$ cat config.mk
export PLATFORM = sky130hd
export DESIGN_NAME = cbs_regs
export DESIGN_NICKNAME = d
export VERILOG_FILES = /design/src/include/cbs_pkg.sv /design/src/verilog/cbs_regs.sv
export SDC_FILE = /design/constraint.sdc
export NUM_CORES = 1
export LEC_CHECK = 0
export BUFFER_PORTS_ARGS = -buffer_cell sky130_fd_sc_hd__clkbuf_2
export CAP_MARGIN = 20
export CORE_UTILIZATION = 45
export DETAILED_ROUTE_END_ITERATION = 6
export PLACE_DENSITY = 0.72
export SYNTH_ARGS = -nofsm -noshare
export SYNTH_HDL_FRONTEND = slang
export SYNTH_SLANG_ARGS = --single-unit
$ cat constraint.sdc
create_clock -name clk_i -period 4 [get_ports clk_i]
set_clock_uncertainty 0.15 [all_clocks]
set_input_delay 0.2 -clock clk_i [delete_from_list [all_inputs] [get_ports clk_i]]
set_output_delay 0.2 -clock clk_i [all_outputs]
set_load 0.05 [all_outputs]
$ cat src/include/cbs_pkg.sv
// Constants and carrier types for the core bank, status and system control registers
// ----------------------------------------------------------------------------
package cbs_pkg;

  // --------------------------------------------------------------------------
  // Special register addresses
  // --------------------------------------------------------------------------
  localparam logic [7:0] CBS_ADDR_PORT_A   = 8'h00;
  localparam logic [7:0] CBS_ADDR_PTR_A    = 8'h01;
  localparam logic [7:0] CBS_ADDR_PORT_B   = 8'h02;
  localparam logic [7:0] CBS_ADDR_PTR_B    = 8'h03;
  localparam logic [7:0] CBS_ADDR_BANK     = 8'h04;
  localparam logic [7:0] CBS_ADDR_PC_LOW   = 8'h06;
  localparam logic [7:0] CBS_ADDR_CTRL_A   = 8'h09;
  localparam logic [7:0] CBS_ADDR_FLAGS    = 8'h0A;
  localparam logic [7:0] CBS_ADDR_CTRL_B   = 8'h28;
  localparam logic [7:0] CBS_GPR_BASE      = 8'h40;

  // --------------------------------------------------------------------------
  // Field positions, masks and values after reset
  // --------------------------------------------------------------------------
  localparam int         CBS_BANK_PROG_BIT = 5;
  localparam logic [7:0] CBS_BANK_MASK     = 8'h23;
  localparam logic [7:0] CBS_BANK_RESET    = 8'h00;
  localparam int         CBS_FL_TIMEOUT    = 5;
  localparam int         CBS_FL_PWRDN      = 4;
  localparam int         CBS_FL_OVF        = 3;
  localparam int         CBS_FL_Z          = 2;
  localparam int         CBS_FL_AUX        = 1;
  localparam int         CBS_FL_C          = 0;
  localparam logic [7:0] CBS_FL_SW_MASK    = 8'h0F;
  localparam logic [7:0] CBS_FL_RESET      = 8'h00;
  localparam logic [7:0] CBS_CA_RESET      = 8'h01;
  localparam logic [7:0] CBS_CB_MASK       = 8'hC3;
  localparam logic [7:0] CBS_CB_RESET      = 8'h01;
  localparam logic [7:0] CBS_PTR_RESET     = 8'h00;
  localparam logic [3:0] CBS_LCD_DIV3      = 4'h3;
  localparam logic [3:0] CBS_LCD_DIV4      = 4'h4;
  localparam logic [3:0] CBS_LCD_DIV8      = 4'h8;

  // --------------------------------------------------------------------------
  // Types
  // --------------------------------------------------------------------------
  typedef enum logic [2:0] {
    CBS_OP_NONE, CBS_OP_ADD, CBS_OP_SUB, CBS_OP_LOGIC, CBS_OP_RLC, CBS_OP_RRC
  } cbs_alu_op_t;

  typedef struct packed {
    logic       rd;
    logic       wr;
    logic [7:0] addr;
    logic [7:0] wdata;
  } cbs_sfr_req_t;

  typedef struct packed {
    cbs_alu_op_t op;
    logic [7:0]  a;
    logic [7:0]  b;
    logic        cin;
  } cbs_alu_req_t;

  typedef struct packed {
    logic wdt_timeout;
    logic clear_watchdog_instruction;
    logic halt;
    logic warm_reset;
    logic warm_reset_wdt_pd;
  } cbs_sys_evt_t;

  typedef struct packed {
    logic       rd;
    logic       wr;
    logic [1:0] bank;
    logic [7:0] addr;
    logic [7:0] wdata;
  } cbs_ram_req_t;

  typedef struct packed {
    logic [1:0] timer2_src;
    logic       low_freq_src;
    logic [3:0] lcd_div;
    logic       sub_clock_keep;
    logic       sub_clock_src;
    logic       crystal_low_power;
    logic       irq_fall_en;
    logic       irq_rise_en;
    logic       buzzer_src;
    logic       crystal_keep;
  } cbs_clk_cfg_t;

  typedef struct packed {
    logic       valid;
    logic       from_ram;
    logic [7:0] data;
  } cbs_rd_stage_t;

  typedef struct packed {
    logic [7:0]    ptr_a;
    logic [7:0]    ptr_b;
    logic [7:0]    bank;
    logic [7:0]    flags;
    logic [7:0]    ctrl_a;
    logic [7:0]    ctrl_b;
    cbs_ram_req_t  ram;
    cbs_rd_stage_t st1;
    cbs_rd_stage_t st2;
    logic [7:0]    rdata;
    logic          rvalid;
    logic          pc_load;
    logic [13:0]   pc_target;
    logic          dummy;
    cbs_clk_cfg_t  cfg;
  } cbs_state_t;

endpackage

$ cat src/verilog/cbs_regs.sv
// Core special registers: pointers, bank select, flags and system control
`timescale 1ns/1ps
module cbs_regs
  import cbs_pkg::*;
(
  input  wire logic         clk_i,
  input  wire logic         reset_i,
  input  wire cbs_sfr_req_t sfr_req_i,
  input  wire cbs_alu_req_t alu_i,
  input  wire cbs_sys_evt_t evt_i,
  input  wire logic         touch_enable_i,
  input  wire logic [13:0]  pc_i,
  input  wire logic [7:0]   ram_rdata_i,
  output logic [7:0]        rdata_o,
  output logic              rvalid_o,
  output cbs_ram_req_t      ram_req_o,
  output logic              pc_load_o,
  output logic [13:0]       pc_target_o,
  output logic              dummy_cycle_o,
  output logic              prog_bank_o,
  output logic [1:0]        data_bank_o,
  output logic [7:0]        flags_o,
  output cbs_clk_cfg_t      clk_cfg_o
);

  // --------------------------------------------------------------------------
  // Clock configuration decode
  // --------------------------------------------------------------------------
  function automatic cbs_clk_cfg_t cfg_of(input logic [7:0] ca, input logic [7:0] cb);
    cbs_clk_cfg_t c;
    c.timer2_src        = ca[7:6];
    c.low_freq_src      = ca[5];
    unique case (ca[4:3])
      2'b00:   c.lcd_div = CBS_LCD_DIV3;
      2'b01:   c.lcd_div = CBS_LCD_DIV4;
      default: c.lcd_div = CBS_LCD_DIV8;
    endcase
    c.sub_clock_keep    = ca[2];
    c.sub_clock_src     = ca[1];
    c.crystal_low_power = ca[0];
    c.irq_fall_en       = cb[6];
    c.irq_rise_en       = cb[7];
    c.buzzer_src        = cb[1];
    c.crystal_keep      = cb[0];
    return c;
  endfunction

  localparam cbs_state_t RESET_S = '{
    ptr_a:     CBS_PTR_RESET,
    ptr_b:     CBS_PTR_RESET,
    bank:      CBS_BANK_RESET,
    flags:     CBS_FL_RESET,
    ctrl_a:    CBS_CA_RESET,
    ctrl_b:    CBS_CB_RESET,
    ram:       '0,
    st1:       '0,
    st2:       '0,
    rdata:     8'h00,
    rvalid:    1'b0,
    pc_load:   1'b0,
    pc_target: 14'h0000,
    dummy:     1'b0,
    cfg:       cfg_of(CBS_CA_RESET, CBS_CB_RESET)
  };

  cbs_state_t s_r;
  cbs_state_t s_nxt;

  // --------------------------------------------------------------------------
  // Next state
  // --------------------------------------------------------------------------
  always_comb begin
    logic       via_a;
    logic       via_b;
    logic [7:0] eff;
    logic [1:0] bank;
    logic       to_ram;
    logic       self_ref;
    logic [7:0] sfr_rd;
    logic [7:0] bx;
    logic [8:0] sum;
    logic [4:0] lo_sum;
    logic [7:0] low7_sum;
    via_a    = 1'b0;
    via_b    = 1'b0;
    eff      = 8'h00;
    bank     = 2'b00;
    to_ram   = 1'b0;
    self_ref = 1'b0;
    sfr_rd   = 8'h00;
    bx       = 8'h00;
    sum      = 9'h000;
    lo_sum   = 5'h00;
    low7_sum = 8'h00;
    s_nxt    = s_r;

    s_nxt.ram.rd  = 1'b0;
    s_nxt.ram.wr  = 1'b0;
    s_nxt.pc_load = 1'b0;
    s_nxt.dummy   = 1'b0;

    // Address resolution; indirect ports redirect through their pointer
    via_a = (sfr_req_i.addr == CBS_ADDR_PORT_A);
    via_b = (sfr_req_i.addr == CBS_ADDR_PORT_B);
    if (via_a) begin
      eff = s_r.ptr_a;
    end else if (via_b) begin
      eff = s_r.ptr_b;
    end else begin
      eff = sfr_req_i.addr;
    end
    bank     = via_b ? s_r.bank[1:0] : 2'b00;
    // Special area ignores the bank so its registers stay reachable
    to_ram   = (eff >= CBS_GPR_BASE);
    // An indirect port reached indirectly is not a real register
    self_ref = (via_a || via_b) &&
               (eff == CBS_ADDR_PORT_A || eff == CBS_ADDR_PORT_B);

    // Special register read mux; unimplemented bits and addresses read zero
    unique case (eff)
      CBS_ADDR_PTR_A:  sfr_rd = s_r.ptr_a;
      CBS_ADDR_PTR_B:  sfr_rd = s_r.ptr_b;
      CBS_ADDR_BANK:   sfr_rd = s_r.bank & CBS_BANK_MASK;
      CBS_ADDR_PC_LOW: sfr_rd = pc_i[7:0];
      CBS_ADDR_CTRL_A: sfr_rd = s_r.ctrl_a;
      CBS_ADDR_FLAGS:  sfr_rd = s_r.flags;
      CBS_ADDR_CTRL_B: sfr_rd = s_r.ctrl_b & CBS_CB_MASK;
      default:         sfr_rd = 8'h00;
    endcase

    // Read pipeline: fixed three-cycle answer for both register and RAM reads,
    // so mixed back-to-back reads return in order
    s_nxt.st1.valid    = sfr_req_i.rd;
    s_nxt.st1.from_ram = to_ram;
    s_nxt.st1.data     = self_ref ? 8'h00 : sfr_rd;
    s_nxt.st2          = s_r.st1;
    s_nxt.rvalid       = s_r.st2.valid;
    if (s_r.st2.valid) begin
      s_nxt.rdata = s_r.st2.from_ram ? ram_rdata_i : s_r.st2.data;
    end

    if (to_ram) begin
      s_nxt.ram.rd    = sfr_req_i.rd;
      s_nxt.ram.wr    = sfr_req_i.wr;
      s_nxt.ram.bank  = bank;
      s_nxt.ram.addr  = eff;
      s_nxt.ram.wdata = sfr_req_i.wdata;
    end

    // ALU flag update
    bx       = (alu_i.op == CBS_OP_SUB) ? ~alu_i.b : alu_i.b;
    sum      = {1'b0, alu_i.a} + {1'b0, bx} + {8'h00, alu_i.cin};
    lo_sum   = {1'b0, alu_i.a[3:0]} + {1'b0, bx[3:0]} + {4'h0, alu_i.cin};
    low7_sum = {1'b0, alu_i.a[6:0]} + {1'b0, bx[6:0]} + {7'h00, alu_i.cin};
    unique case (alu_i.op)
      CBS_OP_ADD, CBS_OP_SUB: begin
        // Subtract adds the complement, so carry means no borrow
        s_nxt.flags[CBS_FL_C]  = sum[8];
        s_nxt.flags[CBS_FL_AUX] = lo_sum[4];
        s_nxt.flags[CBS_FL_Z]  = (sum[7:0] == 8'h00);
        s_nxt.flags[CBS_FL_OVF] = low7_sum[7] ^ sum[8];
      end
      CBS_OP_LOGIC: begin
        s_nxt.flags[CBS_FL_Z]  = (alu_i.a == 8'h00);
      end
      CBS_OP_RLC: begin
        s_nxt.flags[CBS_FL_C]  = alu_i.a[7];
      end
      CBS_OP_RRC: begin
        s_nxt.flags[CBS_FL_C]  = alu_i.a[0];
      end
      default: begin
      end
    endcase

    // Register writes; a write in the same cycle overrides the ALU flags
    if (sfr_req_i.wr && !to_ram && !self_ref) begin
      unique case (eff)
        CBS_ADDR_PTR_A: s_nxt.ptr_a = sfr_req_i.wdata;
        CBS_ADDR_PTR_B: s_nxt.ptr_b = sfr_req_i.wdata;
        CBS_ADDR_BANK:  s_nxt.bank  = sfr_req_i.wdata & CBS_BANK_MASK;
        CBS_ADDR_PC_LOW: begin
          s_nxt.pc_load   = 1'b1;
          s_nxt.dummy     = 1'b1;
          s_nxt.pc_target = {pc_i[13:8], sfr_req_i.wdata};
        end
        CBS_ADDR_FLAGS: begin
          s_nxt.flags = (s_nxt.flags & ~CBS_FL_SW_MASK) |
                        (sfr_req_i.wdata & CBS_FL_SW_MASK);
        end
        CBS_ADDR_CTRL_A: s_nxt.ctrl_a = sfr_req_i.wdata;
        CBS_ADDR_CTRL_B: s_nxt.ctrl_b = sfr_req_i.wdata & CBS_CB_MASK;
        default: begin
        end
      endcase
    end
    if (!touch_enable_i) begin
      s_nxt.ctrl_a[7:6] = 2'b00;
    end

    // System flags; a setting event wins over a clearing one
    if (evt_i.clear_watchdog_instruction || evt_i.halt) begin
      s_nxt.flags[CBS_FL_TIMEOUT] = 1'b0;
    end
    if (evt_i.wdt_timeout) begin
      s_nxt.flags[CBS_FL_TIMEOUT] = 1'b1;
    end
    if (evt_i.clear_watchdog_instruction) begin
      s_nxt.flags[CBS_FL_PWRDN] = 1'b0;
    end
    if (evt_i.halt) begin
      s_nxt.flags[CBS_FL_PWRDN] = 1'b1;
    end

    // Non power-up reset: bank select cleared unless waking by watchdog
    if (evt_i.warm_reset) begin
      if (!evt_i.warm_reset_wdt_pd) begin
        s_nxt.bank = CBS_BANK_RESET;
      end
      s_nxt.ram     = '0;
      s_nxt.st1     = '0;
      s_nxt.st2     = '0;
      s_nxt.rvalid  = 1'b0;
      s_nxt.pc_load = 1'b0;
      s_nxt.dummy   = 1'b0;
    end

    s_nxt.cfg = cfg_of(s_nxt.ctrl_a, s_nxt.ctrl_b);
  end

  // --------------------------------------------------------------------------
  // State register
  // --------------------------------------------------------------------------
  always_ff @(posedge clk_i) begin
    if (reset_i) begin
      s_r <= RESET_S;
    end else begin
      s_r <= s_nxt;
    end
  end

  // --------------------------------------------------------------------------
  // Outputs, all straight from the state register
  // --------------------------------------------------------------------------
  assign rdata_o       = s_r.rdata;
  assign rvalid_o      = s_r.rvalid;
  assign ram_req_o     = s_r.ram;
  assign pc_load_o     = s_r.pc_load;
  assign pc_target_o   = s_r.pc_target;
  assign dummy_cycle_o = s_r.dummy;
  assign prog_bank_o   = s_r.bank[CBS_BANK_PROG_BIT];
  assign data_bank_o   = s_r.bank[1:0];
  assign flags_o       = s_r.flags;
  assign clk_cfg_o     = s_r.cfg;

endmodule

; After elaboration in Yosys (flattened, before gate mapping)
; Cells that the tools add are included.
[op_classes]
addsub = 6
bitwise_logic = 5
mul = 0
muxes = 24
n_eq_ne = 15
n_lt_le_gt_ge = 1
div = 0
n_reduce_logical = 28
shift = 0
[ops]
columns = cell, n
row1 = 8-bit 2-to-1 mux, 10
row2 = 8-bit case mux with 7 select lines, 1
row3 = 8-bit logical NOT, 4
row4 = 32-bit 2-to-1 mux, 1
row5 = "8-bit by 2-bit equality test with 1-bit output, second input constant", 3
row6 = "8-bit by 3-bit equality test with 1-bit output, second input constant", 2
row7 = "8-bit by 4-bit equality test with 1-bit output, second input constant", 2
row8 = 16-bit 2-to-1 mux, 1
row9 = 2-bit AND reduction, 6
row10 = 3-bit nonzero test, 4
row11 = 8-bit by 8-bit adder with 9-bit output, 1
row12 = 9-bit by 1-bit adder with 9-bit output, 1
row13 = 3-bit OR reduction, 3
row14 = 7-bit by 7-bit adder with 8-bit output, 1
row15 = 8-bit by 1-bit adder with 8-bit output, 1
row16 = "8-bit by 1-bit equality test with 1-bit output, second input constant", 1
row17 = "8-bit by 6-bit equality test with 1-bit output, second input constant", 1
row18 = "8-bit by 7-bit >= comparator with 1-bit output, second input constant", 1
row19 = 8-bit NOT, 1
row20 = 8-bit by 4-bit bitwise OR with 8-bit output, 1
row21 = 4-bit case mux with 2 select lines, 1
row22 = "3-bit by 2-bit equality test with 1-bit output, second input constant", 2
row23 = "3-bit equality test, second input constant", 2
row24 = 1-bit 2-to-1 mux, 6
row25 = other kinds (14), 22
[totals]
out_inout_bits = 70
latchBits = 0
romBits = 0
ff_bits = 123
n_memories = 0
in_bits = 68
elab_cells = 114
mem_bits_rw = 0

; Depth between registers and ports, before layout
; Gate-level depths: netlist of the first run.
[logic_depth]
ltp_word = 11
mapped_depth = 12
ltp_nobuf = 12

; Worst setup path after synthesis of the first run
; Ideal clock, no wire load.
[synth_path]
kind = input-to-reg
startpoint = in alu_i[19] (netlist bit)
endpoint = reg s_r (netlist bit flags_o[2])
stages = 11
setup_time_ns = 0.095
slack_ns = 0.736
required_ns = 3.755
arrival_time_ns = 3.018
path_buffers = 0
cell_sequence = nand2b_1 > nor2_1 > xnor2_1 > fa_1 > fa_1 > nor2b_1 > o31a_1 > o31ai_1 > a22o_1 > or4_1 > a221oi_1
[synth_between]
elab_chain_len = 8
elab_cells_between_ends = 11
cone_classes = add/sub: 2 / eq/ne: 3 / mux: 4 / reduce/logical: 2
[synth_rtl]
columns = element, line
row1 = "start, declared", cbs_regs.sv:9  ; input wire cbs_alu_req_t alu_i,
row2 = 3-bit by 2-bit equality test with 1-bit output, "cbs_regs.sv:151, cbs_regs.sv:155"
row3 = 8-bit 2-to-1 mux, cbs_regs.sv:151  ; bx = (alu_i.op == CBS_OP_SUB) ? ~alu_i.b : alu_i.b;
row4 = 8-bit by 8-bit adder with 9-bit output, cbs_regs.sv:152  ; sum = {1'b0, alu_i.a} + {1'b0, bx} + {8'h00, alu_i.cin};
row5 = 9-bit by 1-bit adder with 9-bit output, cbs_regs.sv:152
row6 = 8-bit logical NOT, cbs_regs.sv:160  ; s_nxt.flags[CBS_FL_Z] = (sum[7:0] == 8'h00);
row7 = 1-bit case mux with 2 select lines *, cbs_regs.sv:155  ; unique case (alu_i.op)
row8 = 8-bit 2-to-1 mux, cbs_regs.sv:178  ; unique case (eff)
row9 = 32-bit 2-to-1 mux *, cbs_regs.sv:177  ; if (sfr_req_i.wr && !to_ram && !self_ref) begin
row10 = "end signal, assigned", cbs_regs.sv:238  ; s_r <= s_nxt;
row11 = "end, declared", cbs_regs.sv:66  ; cbs_state_t s_r;
; Every way passes the cells marked *; elsewhere a longest branch is shown, timed or not. The select of a mux whose other input is x is not followed.
; A chain may end at the register's enable or synchronous reset.

; Final worst setup path of the first run
[layout_path]
startpoint = in sfr_req_i[15] (netlist bit)
endpoint = reg s_r (netlist bit pc_target_o[7])
[layout_between]
elab_chain_len = 9
elab_cells_between_ends = 16
cone_classes = order compare: 1 / eq/ne: 3 / mux: 2 / reduce/logical: 10
[layout_rtl]
columns = element, line
row1 = "start, declared", cbs_regs.sv:8  ; input wire cbs_sfr_req_t sfr_req_i,
row2 = branches (longest 8 deep; another with 8-bit by 7-bit >= comparator with 1-bit output), --
row3 = 2-bit AND reduction (no source line) *, --
; Every way passes the cells marked *.

==> results.json, run 1 <==
{
  "hp-class": "input pin to flop",
  "root_buffer": "clkbuf_16",
  "dieArea_um2": 12660,
  "ys_seq_area_share_pct": 37.51,
  "final_max_slew_viol_count": 0,
  "netlist_area_um2": 5498,
  "peakVddDrop_v": 0.0001732,
  "antenna_found_initial": 0,
  "htreeDepth": 3,
  "dpl_cell_area_um2": 5743,
  "p_leak_nw": 2.488,
  "cp_top_family": "simple AND/OR/NAND/NOR gates",
  "grt_pass1_wl_mm": 23.20,
  "cp.depth": 8,
  "cp.required_ns": 4.12,
  "die_h_um": 112.5,
  "drt_iter0_markers": 269,
  "finalHoldViolations": 0,
  "port_buffers": 135,
  "final_cell_area_um2": 6146,
  "yosysWarnings": 0,
  "synth-seq-cells": 103,
  "die_width_um": 112.5,
  "cts.sinks": 103,
  "crit_chain": "clkbuf_2, or4_4, or4_4, a211oi_4, nor4b_4, and2_1, nand2_1, a21oi_1",
  "fin_crit_ns": 3.153,
  "clk_latency_ns": 0.35,
  "clock.fmax_mhz": 317.1,
  "path_clk_slew_ns": 0.07,
  "arrival_ns": 3.27,
  "ios": 138,
  "power.switching_w": 0.0006229,
  "initial_core_util_pct": 45.96,
  "fin_util_pct": 51.38,
  "max_stage_delay_ns": 0.63,
  "rsz0062_at_grt": "false",
  "hold_ws_ns": 0.01360,
  "routed_wl_mm": 14.58,
  "gp_congestion": 0.8991,
  "cp_slowest_cell": "or4_4",
  "ant_nets": 0,
  "vias": 4690,
  "combPwrFrac_pct": 14.7,
  "start_kind": "input pin",
  "finalNetCount": 786,
  "busiest_layer": "met2",
  "globalRouteMet2Util_pct": 38.67,
  "via_per_inst": 5.447,
  "cap_violations": 0,
  "avgSynthCellArea_um2": 8.617,
  "outcome": "completed",
  "dp.cells": 833,
  "power_frac_seq_pct": 47.7,
  "syn_inst": 638,
  "avgRoutedWirePerCell_um": 16.93,
  "row_count": 40,
  "core_um2": 11960,
  "r2r_slack_ns": 1.01,
  "grt_pass1_vias": 4349,
  "drive_gt1_share_pct": 25.77,
  "cts_repair_resize_count": 0,
  "antennaDiodeCount": 0,
  "fin_crit_sh_pct": 78.84,
  "finalSetupTns_ns": 0,
  "pwr-share-clk_pct": 37.7,
  "internal_power_w": 0.001585,
  "r2r_cells": 8,
  "synth-edff-count": 0,
  "final_cells": 861,
  "clockBufferDepth": 2,
  "setup_viol": 0,
  "post-route-drc-count": 0,
  "reg2reg_from": "s_r[117]",
  "cp-endpoint": "pc_target_o[7]",
  "critPathKind": "input pin to flop",
  "dp_hpwl_mm": 10.87,
  "startpoint": "sfr_req_i[15]",
  "crit_path_end_kind": "flop",
  "met1_usage_pct": 32.66,
  "synth-main-ff-cell": "dfxtp_1",
  "path_max_fanout": 14,
  "critPathBufInv": 1,
  "rr_endpoint": "s_r[118]",
  "grt_max_degree": 42,
  "ys_types": 71,
  "area_growth_pct": 11.79,
  "power_density_nw_per_um2": 359.3,
  "cts_buffers": 9,
  "worst_slew_pin_slew_ns": 0.6893,
  "met3_usage_pct": 3.078,
  "async_flop_share_pct": 0,
  "overflow": 0,
  "switching_share_pct": 28.21,
  "cts_tree": "built",
  "timing.critical_path.mode_cell": "or4_4",
  "grt_usage_pct": 23.74,
  "slew_headroom_pct": 53.62,
  "dr.pass1.iters": 6
}
-- layer usage --
layer  vias to the layer above  share of wire [%]
li1                       2285                  -
met1                      2227                 47
met2                       167                 47
met3                        11                5.5
met4                         0                1.0
met5                         -                  0
-- cells in the final DEF (no fill, tap or decap), types with 9 or more instances in the layout --
| cell | n |
|---|---|
| and2_1 | 16 |
| nand2_1 | 75 |
| o21ai_0 | 13 |
| inv_1 | 13 |
| dlygate4sd3_1 | 12 |
| xor2_1 | 9 |
| clkbuf_16 | 9 |
| buf_4 | 11 |
| dfxtp_1 | 103 |
| nor3_1 | 10 |
| mux2i_1 | 43 |
| a211oi_1 | 13 |
| nor2_1 | 76 |
| a21oi_1 | 53 |
| clkbuf_2 | 135 |
-- cells in the mapped netlist, types with 3 or more instances --
master | n | area [um^2]
a211o_1 | 5 | 43.79
a211oi_1 | 13 | 97.59
a21oi_1 | 53 | 265.3
a22o_1 | 3 | 26.28
a22oi_1 | 5 | 37.54
a31oi_1 | 3 | 18.77
a41oi_1 | 3 | 26.28
and2_1 | 16 | 100.1
and3_1 | 4 | 25.02
buf_4 | 71 | 533.0
buf_6 | 6 | 67.56
clkbuf_1 | 16 | 60.06
dfxtp_1 | 103 | 2062
ha_1 | 7 | 87.58
inv_1 | 13 | 48.80
mux2i_1 | 43 | 430.4
nand2_1 | 75 | 281.5
nand2b_1 | 7 | 43.79
nand4_1 | 3 | 18.77
nor2_1 | 76 | 285.3
nor3_1 | 10 | 50.05
nor4_1 | 5 | 31.28
nor4_2 | 3 | 37.54
o21a_1 | 4 | 30.03
o21ai_0 | 13 | 65.06
o31ai_1 | 3 | 22.52
xnor2_1 | 5 | 43.79
xor2_1 | 9 | 78.83
-- logic make-up (layout without fill, tap and decap cells) --
family,count (synthesis),after routing,synth area share [%]
AO/OA/AOI/OAI,127,127,15.50
XOR/XNOR,14,14,2.230
AND/OR/NAND/NOR,228,228,20.71
multiplexers,44,44,8.034
other,1,2,0.06821
buffers and inverters,112,187,13.63
flip-flops,103,103,37.51
adder cells (fa/ha/maj),9,9,2.321
-- power by group through the flow --
stage	logic, W	clock network [W]	registers, W
after floorplan	0.000234	0	0.00107
after global placement	0.000306	0	0.00108
after detailed placement	0.000313	0	0.00108
after CTS	0.000323	0.000850	0.00105
after global routing	0.000353	0.000898	0.00105
final	0.000324	0.000832	0.00105
-- layout make-up --
cell class / instances / area, um^2
multi-input combinational: 424 / 2690
tap: 147 / 183.9
sequential: 103 / 2062
fill: 1169 / 5816
clock buffer: 9 / 225.2
inverter: 13 / 48.80
timing repair buffer: 158 / 878.3
clock inverter: 7 / 57.56
-- timing repair --
action	CTS	global route
buffers inserted	0	0
setup endpoints to repair	0	0
hold buffers	12	0
endpoints found under the hold margin	12	0
-- stage by stage --
stage / setup WS (ns) / total power [W]
final: 0.8465 / 0.002208
after global routing: 0.5884 / 0.002304
after CTS: 0.8694 / 0.002226
after detailed placement: 0.5403 / 0.001389
after global placement: 0.5773 / 0.001381
after floorplan: 0.7362 / 0.001305
-- how the worst min path moves through the flow --
stage                     startpoint         end  slack [ns]  cells after the start
final                        pc_i[2]     s_r[51]        0.01                      3
after global placement      evt_i[4]  flags_o[5]        0.26                      3
after CTS                    pc_i[5]     s_r[54]       0.002                      3
after detailed placement     s_r[53]     s_r[43]        0.26                      1
after global routing         pc_i[5]     s_r[54]        0.01                      3
after floorplan             evt_i[2]  flags_o[4]        0.17                      2
-- worst reg2reg max path: cells and delay by family, from the launching register on --
kind            cells  cell delay, ns
simple gates        4            1.25
flops               1            0.34
compound gates      2            0.68
buf+inv             1            0.23
mux                 1            0.22
-- state kept, by name, summed over array words and instances, names as in the netlist, 2 cells and up --
name and count:
pc_target_o 14, rdata_o 8, clk_cfg_o 3, s_r 47
ram_req_o 20, flags_o 6, data_bank_o 2
Power figures use the tool's default switching activity.
==> run 2: changes to the inputs <==
--- a/config.mk
+++ b/config.mk
@@ -5,6 +5,7 @@
 export SDC_FILE = /design/constraint.sdc
 export NUM_CORES = 1
 export LEC_CHECK = 0
+export ABC_AREA = 1
 export BUFFER_PORTS_ARGS = -buffer_cell sky130_fd_sc_hd__clkbuf_2
 export CAP_MARGIN = 20
 export CORE_UTILIZATION = 45
==> constraint.sdc (replaced) <==
create_clock -name clk_i -period 3.2 [get_ports clk_i]
set_clock_uncertainty 0.15 [all_clocks]
set_input_delay 0.16 -clock clk_i [delete_from_list [all_inputs] [get_ports clk_i]]
set_output_delay 0.16 -clock clk_i [all_outputs]
set_load 0.05 [all_outputs]
==> run 2 against run 1 <==
Effect of this change:
- final cell count rose by 24%
- sequential share of layout area decreased by 1.3 points
- flip-flop and latch count unchanged
- clock power rose by 36%
- worst setup slack lost 0.045 ns
- synthesized area increased by 2.6%
- synthesized cell count is 28% higher
- die area grew 2.5%
- routed wire length increased by 0.78%
- register-to-register slack lost 0.21 ns
- critical endpoint is now s_r[123]
==> results.json, run 2 <==
{
  "port_buffers": 135,
  "setup_viol": 0,
  "peakVddDrop_v": 0.0002292,
  "core_um2": 12110,
  "cp_top_family": "simple AND/OR/NAND/NOR gates",
  "initial_core_util_pct": 46.57,
  "fin_crit_sh_pct": 74.95,
  "drive_gt1_share_pct": 21.20,
  "synth-seq-cells": 103,
  "antenna_found_initial": 0,
  "path_max_fanout": 25,
  "synth_top_area_cell": "dfxtp_1",
  "nFillCells": 1267,
  "cts_tree": "built",
  "finalHoldViolations": 0,
  "p_leak_nw": 3.132,
  "gp_congestion": 0.9075,
  "via_per_inst": 4.907,
  "crit_chain": "nand2_1, inv_1, nor2_2, nand2_2, nor2_8, nand2_1, inv_2, nand2_1, nand2_1, a21oi_1",
  "cts_repair_resize_count": 0,
  "cts.sinks": 103,
  "rsz0062_at_grt": "false",
  "path_clk_slew_ns": 0.07,
  "ys_seq_area_share_pct": 36.56,
  "yosysWarnings": 0,
  "ant_nets": 0,
  "syn_inst": 817,
  "grt_max_degree": 26,
  "crit_path_end_kind": "flop",
  "vias": 5246,
  "power_density_nw_per_um2": 444.8,
  "critPathKind": "flop to flop",
  "dr.pass1.iters": 5,
  "avgRoutedWirePerCell_um": 13.74,
  "largest_register_ff_count": 47,
  "synth-main-ff-cell": "dfxtp_1",
  "grt_usage_pct": 23.36,
  "cap_violations": 0,
  "clockBufferDepth": 2,
  "cts_buffers": 9,
  "finalNetCount": 973,
  "root_buffer": "clkbuf_16",
  "arrival_ns": 2.46,
  "routed_wl_mm": 14.69,
  "cp.required_ns": 3.27,
  "final_cell_mix": "nand2_1, clkbuf_2, nor2_1",
  "post-route-drc-count": 0,
  "async_flop_share_pct": 0,
  "worst_slew_pin_slew_ns": 0.5285,
  "timing.critical_path.mode_cell": "nand2_1",
  "netlist_area_um2": 5640,
  "finalSetupTns_ns": 0,
  "slew_headroom_pct": 64.72,
  "final_common_cell": "nand2_1",
  "final_max_slew_viol_count": 0,
  "row_count": 40,
  "dieArea_um2": 12990,
  "synth_top_area_share_pct": 36.56,
  "dpl_cell_area_um2": 5933,
  "grt_pass1_vias": 4805,
  "ys_types": 36,
  "outcome": "completed",
  "grt_pass1_wl_mm": 23.62,
  "final_cell_area_um2": 6400,
  "clock.fmax_mhz": 417.0,
  "area_growth_pct": 13.46,
  "start_kind": "flop",
  "yosysMostFrequentCell": "nand2_1",
  "htreeDepth": 3,
  "cp_slowest_cell": "nor2_8",
  "max_stage_delay_ns": 0.37,
  "synth-edff-count": 0,
  "yosys-top-cells-area": "dfxtp_1, nand2_1, buf_4, nor2_1, nand3_1",
  "drt_iter0_markers": 486,
  "regMostFlops": "s_r",
  "hp-class": "input pin to flop",
  "fin_crit_ns": 2.398,
  "ios": 138,
  "antennaDiodeCount": 0,
  "clk_latency_ns": 0.35,
  "critPathBufInv": 2,
  "yosys-top-cells-count": "nand2_1, nor2_1, dfxtp_1",
  "die_width_um": 114.0,
  "avgSynthCellArea_um2": 6.904,
  "die_h_um": 114.0,
  "dp_hpwl_mm": 10.98,
  "overflow": 0
}
run 2: final timing paths:
path / start / endpoint / slack (ns) / cells after the start
hold / removal: ram_rdata_i[5] / rdata_o[5] / 0.006 / 5
setup reg to reg: s_r[126] / s_r[123] / 0.80 / 10
hold reg to reg: s_r[56] / s_r[46] / 0.25 / 2
setup / recovery: s_r[126] / s_r[123] / 0.80 / 10
run 2: metal layers:
layer	vias up	global-route usage (%)	part of all wire, %
met5	-	0	0
met4	0	10.91	3.5
met3	35	4.782	7.0
met2	215	36.69	44
met1	2326	30.77	45
li1	2670	-	-
run 2: report_power, final:
group | total, W | internal [W] | leakage, nW | switching (W)
clock | 0.00113 | 0.000632 | 0.145 | 0.000496
sequential | 0.00131 | 0.00130 | 0.834 | 0.0000134
combinational | 0.000403 | 0.000136 | 2.15 | 0.000267
total | 0.00285 | 0.00207 | 3.13 | 0.000777
run 2: cells by family (layout without fill, tap and decap cells):
| kind of cell | count (synthesis) | count (layout) | share of synthesized area, % |
|---|---|---|---|
| AO/OA/AOI/OAI | 97 | 97 | 9.339 |
| XOR/XNOR | 13 | 13 | 2.019 |
| adder cells (fa/ha/maj) | 9 | 9 | 2.263 |
| buffers and inverters | 183 | 266 | 17.64 |
| flip-flops | 103 | 103 | 36.56 |
| other | 1 | 2 | 0.06648 |
| AND/OR/NAND/NOR | 411 | 411 | 32.12 |
run 2: metrics by stage:
step / hold WS (ns) / worst slack, ns / util [%] / cells / power (W)
6_report: 0.005621 / 0.8017 / 52.84 / 1069 / 0.002847
5_1_grt: 0.01759 / 0.5383 / 52.84 / 1069 / 0.002959
4_1_cts: 0.0003618 / 0.8588 / 52.84 / 1069 / 0.002863
3_5_place_dp: 0.2225 / 0.5316 / 48.99 / 1037 / 0.001730
3_3_place_gp: 0.2222 / 0.6379 / 48.99 / 1037 / 0.001728
2_1_floorplan: 0.1274 / 0.6389 / - / 818 / 0.001632
run 2: layout make-up:
| cell class | count | area, um^2 | share of cell area, % |
|---|---|---|---|
| multi-input combinational | 532 | 2587 | 40.43 |
| tap | 168 | 210.2 | 3.284 |
| clock buffer | 10 | 239.0 | 3.734 |
| sequential | 103 | 2062 | 32.22 |
| timing repair buffer | 158 | 888.4 | 13.88 |
| clock inverter | 6 | 67.56 | 1.056 |
| inverter | 92 | 345.3 | 5.396 |
run 2: worst reg2reg max path: cells and delay by family (launching register included):
kind	cells	cell delay, ns
AND/OR/NAND/NOR	7	1.40
flip-flops	1	0.35
buffers and inverters	2	0.31
AO/OA/AOI/OAI	1	0.06
run 2: what timing repair did:
| action | 4_1_cts | 5_1_grt |
|---|---|---|
| hold buffers | 16 | 0 |
| hold endpoints to repair | 17 | 0 |
| setup buffers | 0 | 0 |
| setup endpoints to repair | 0 | 0 |
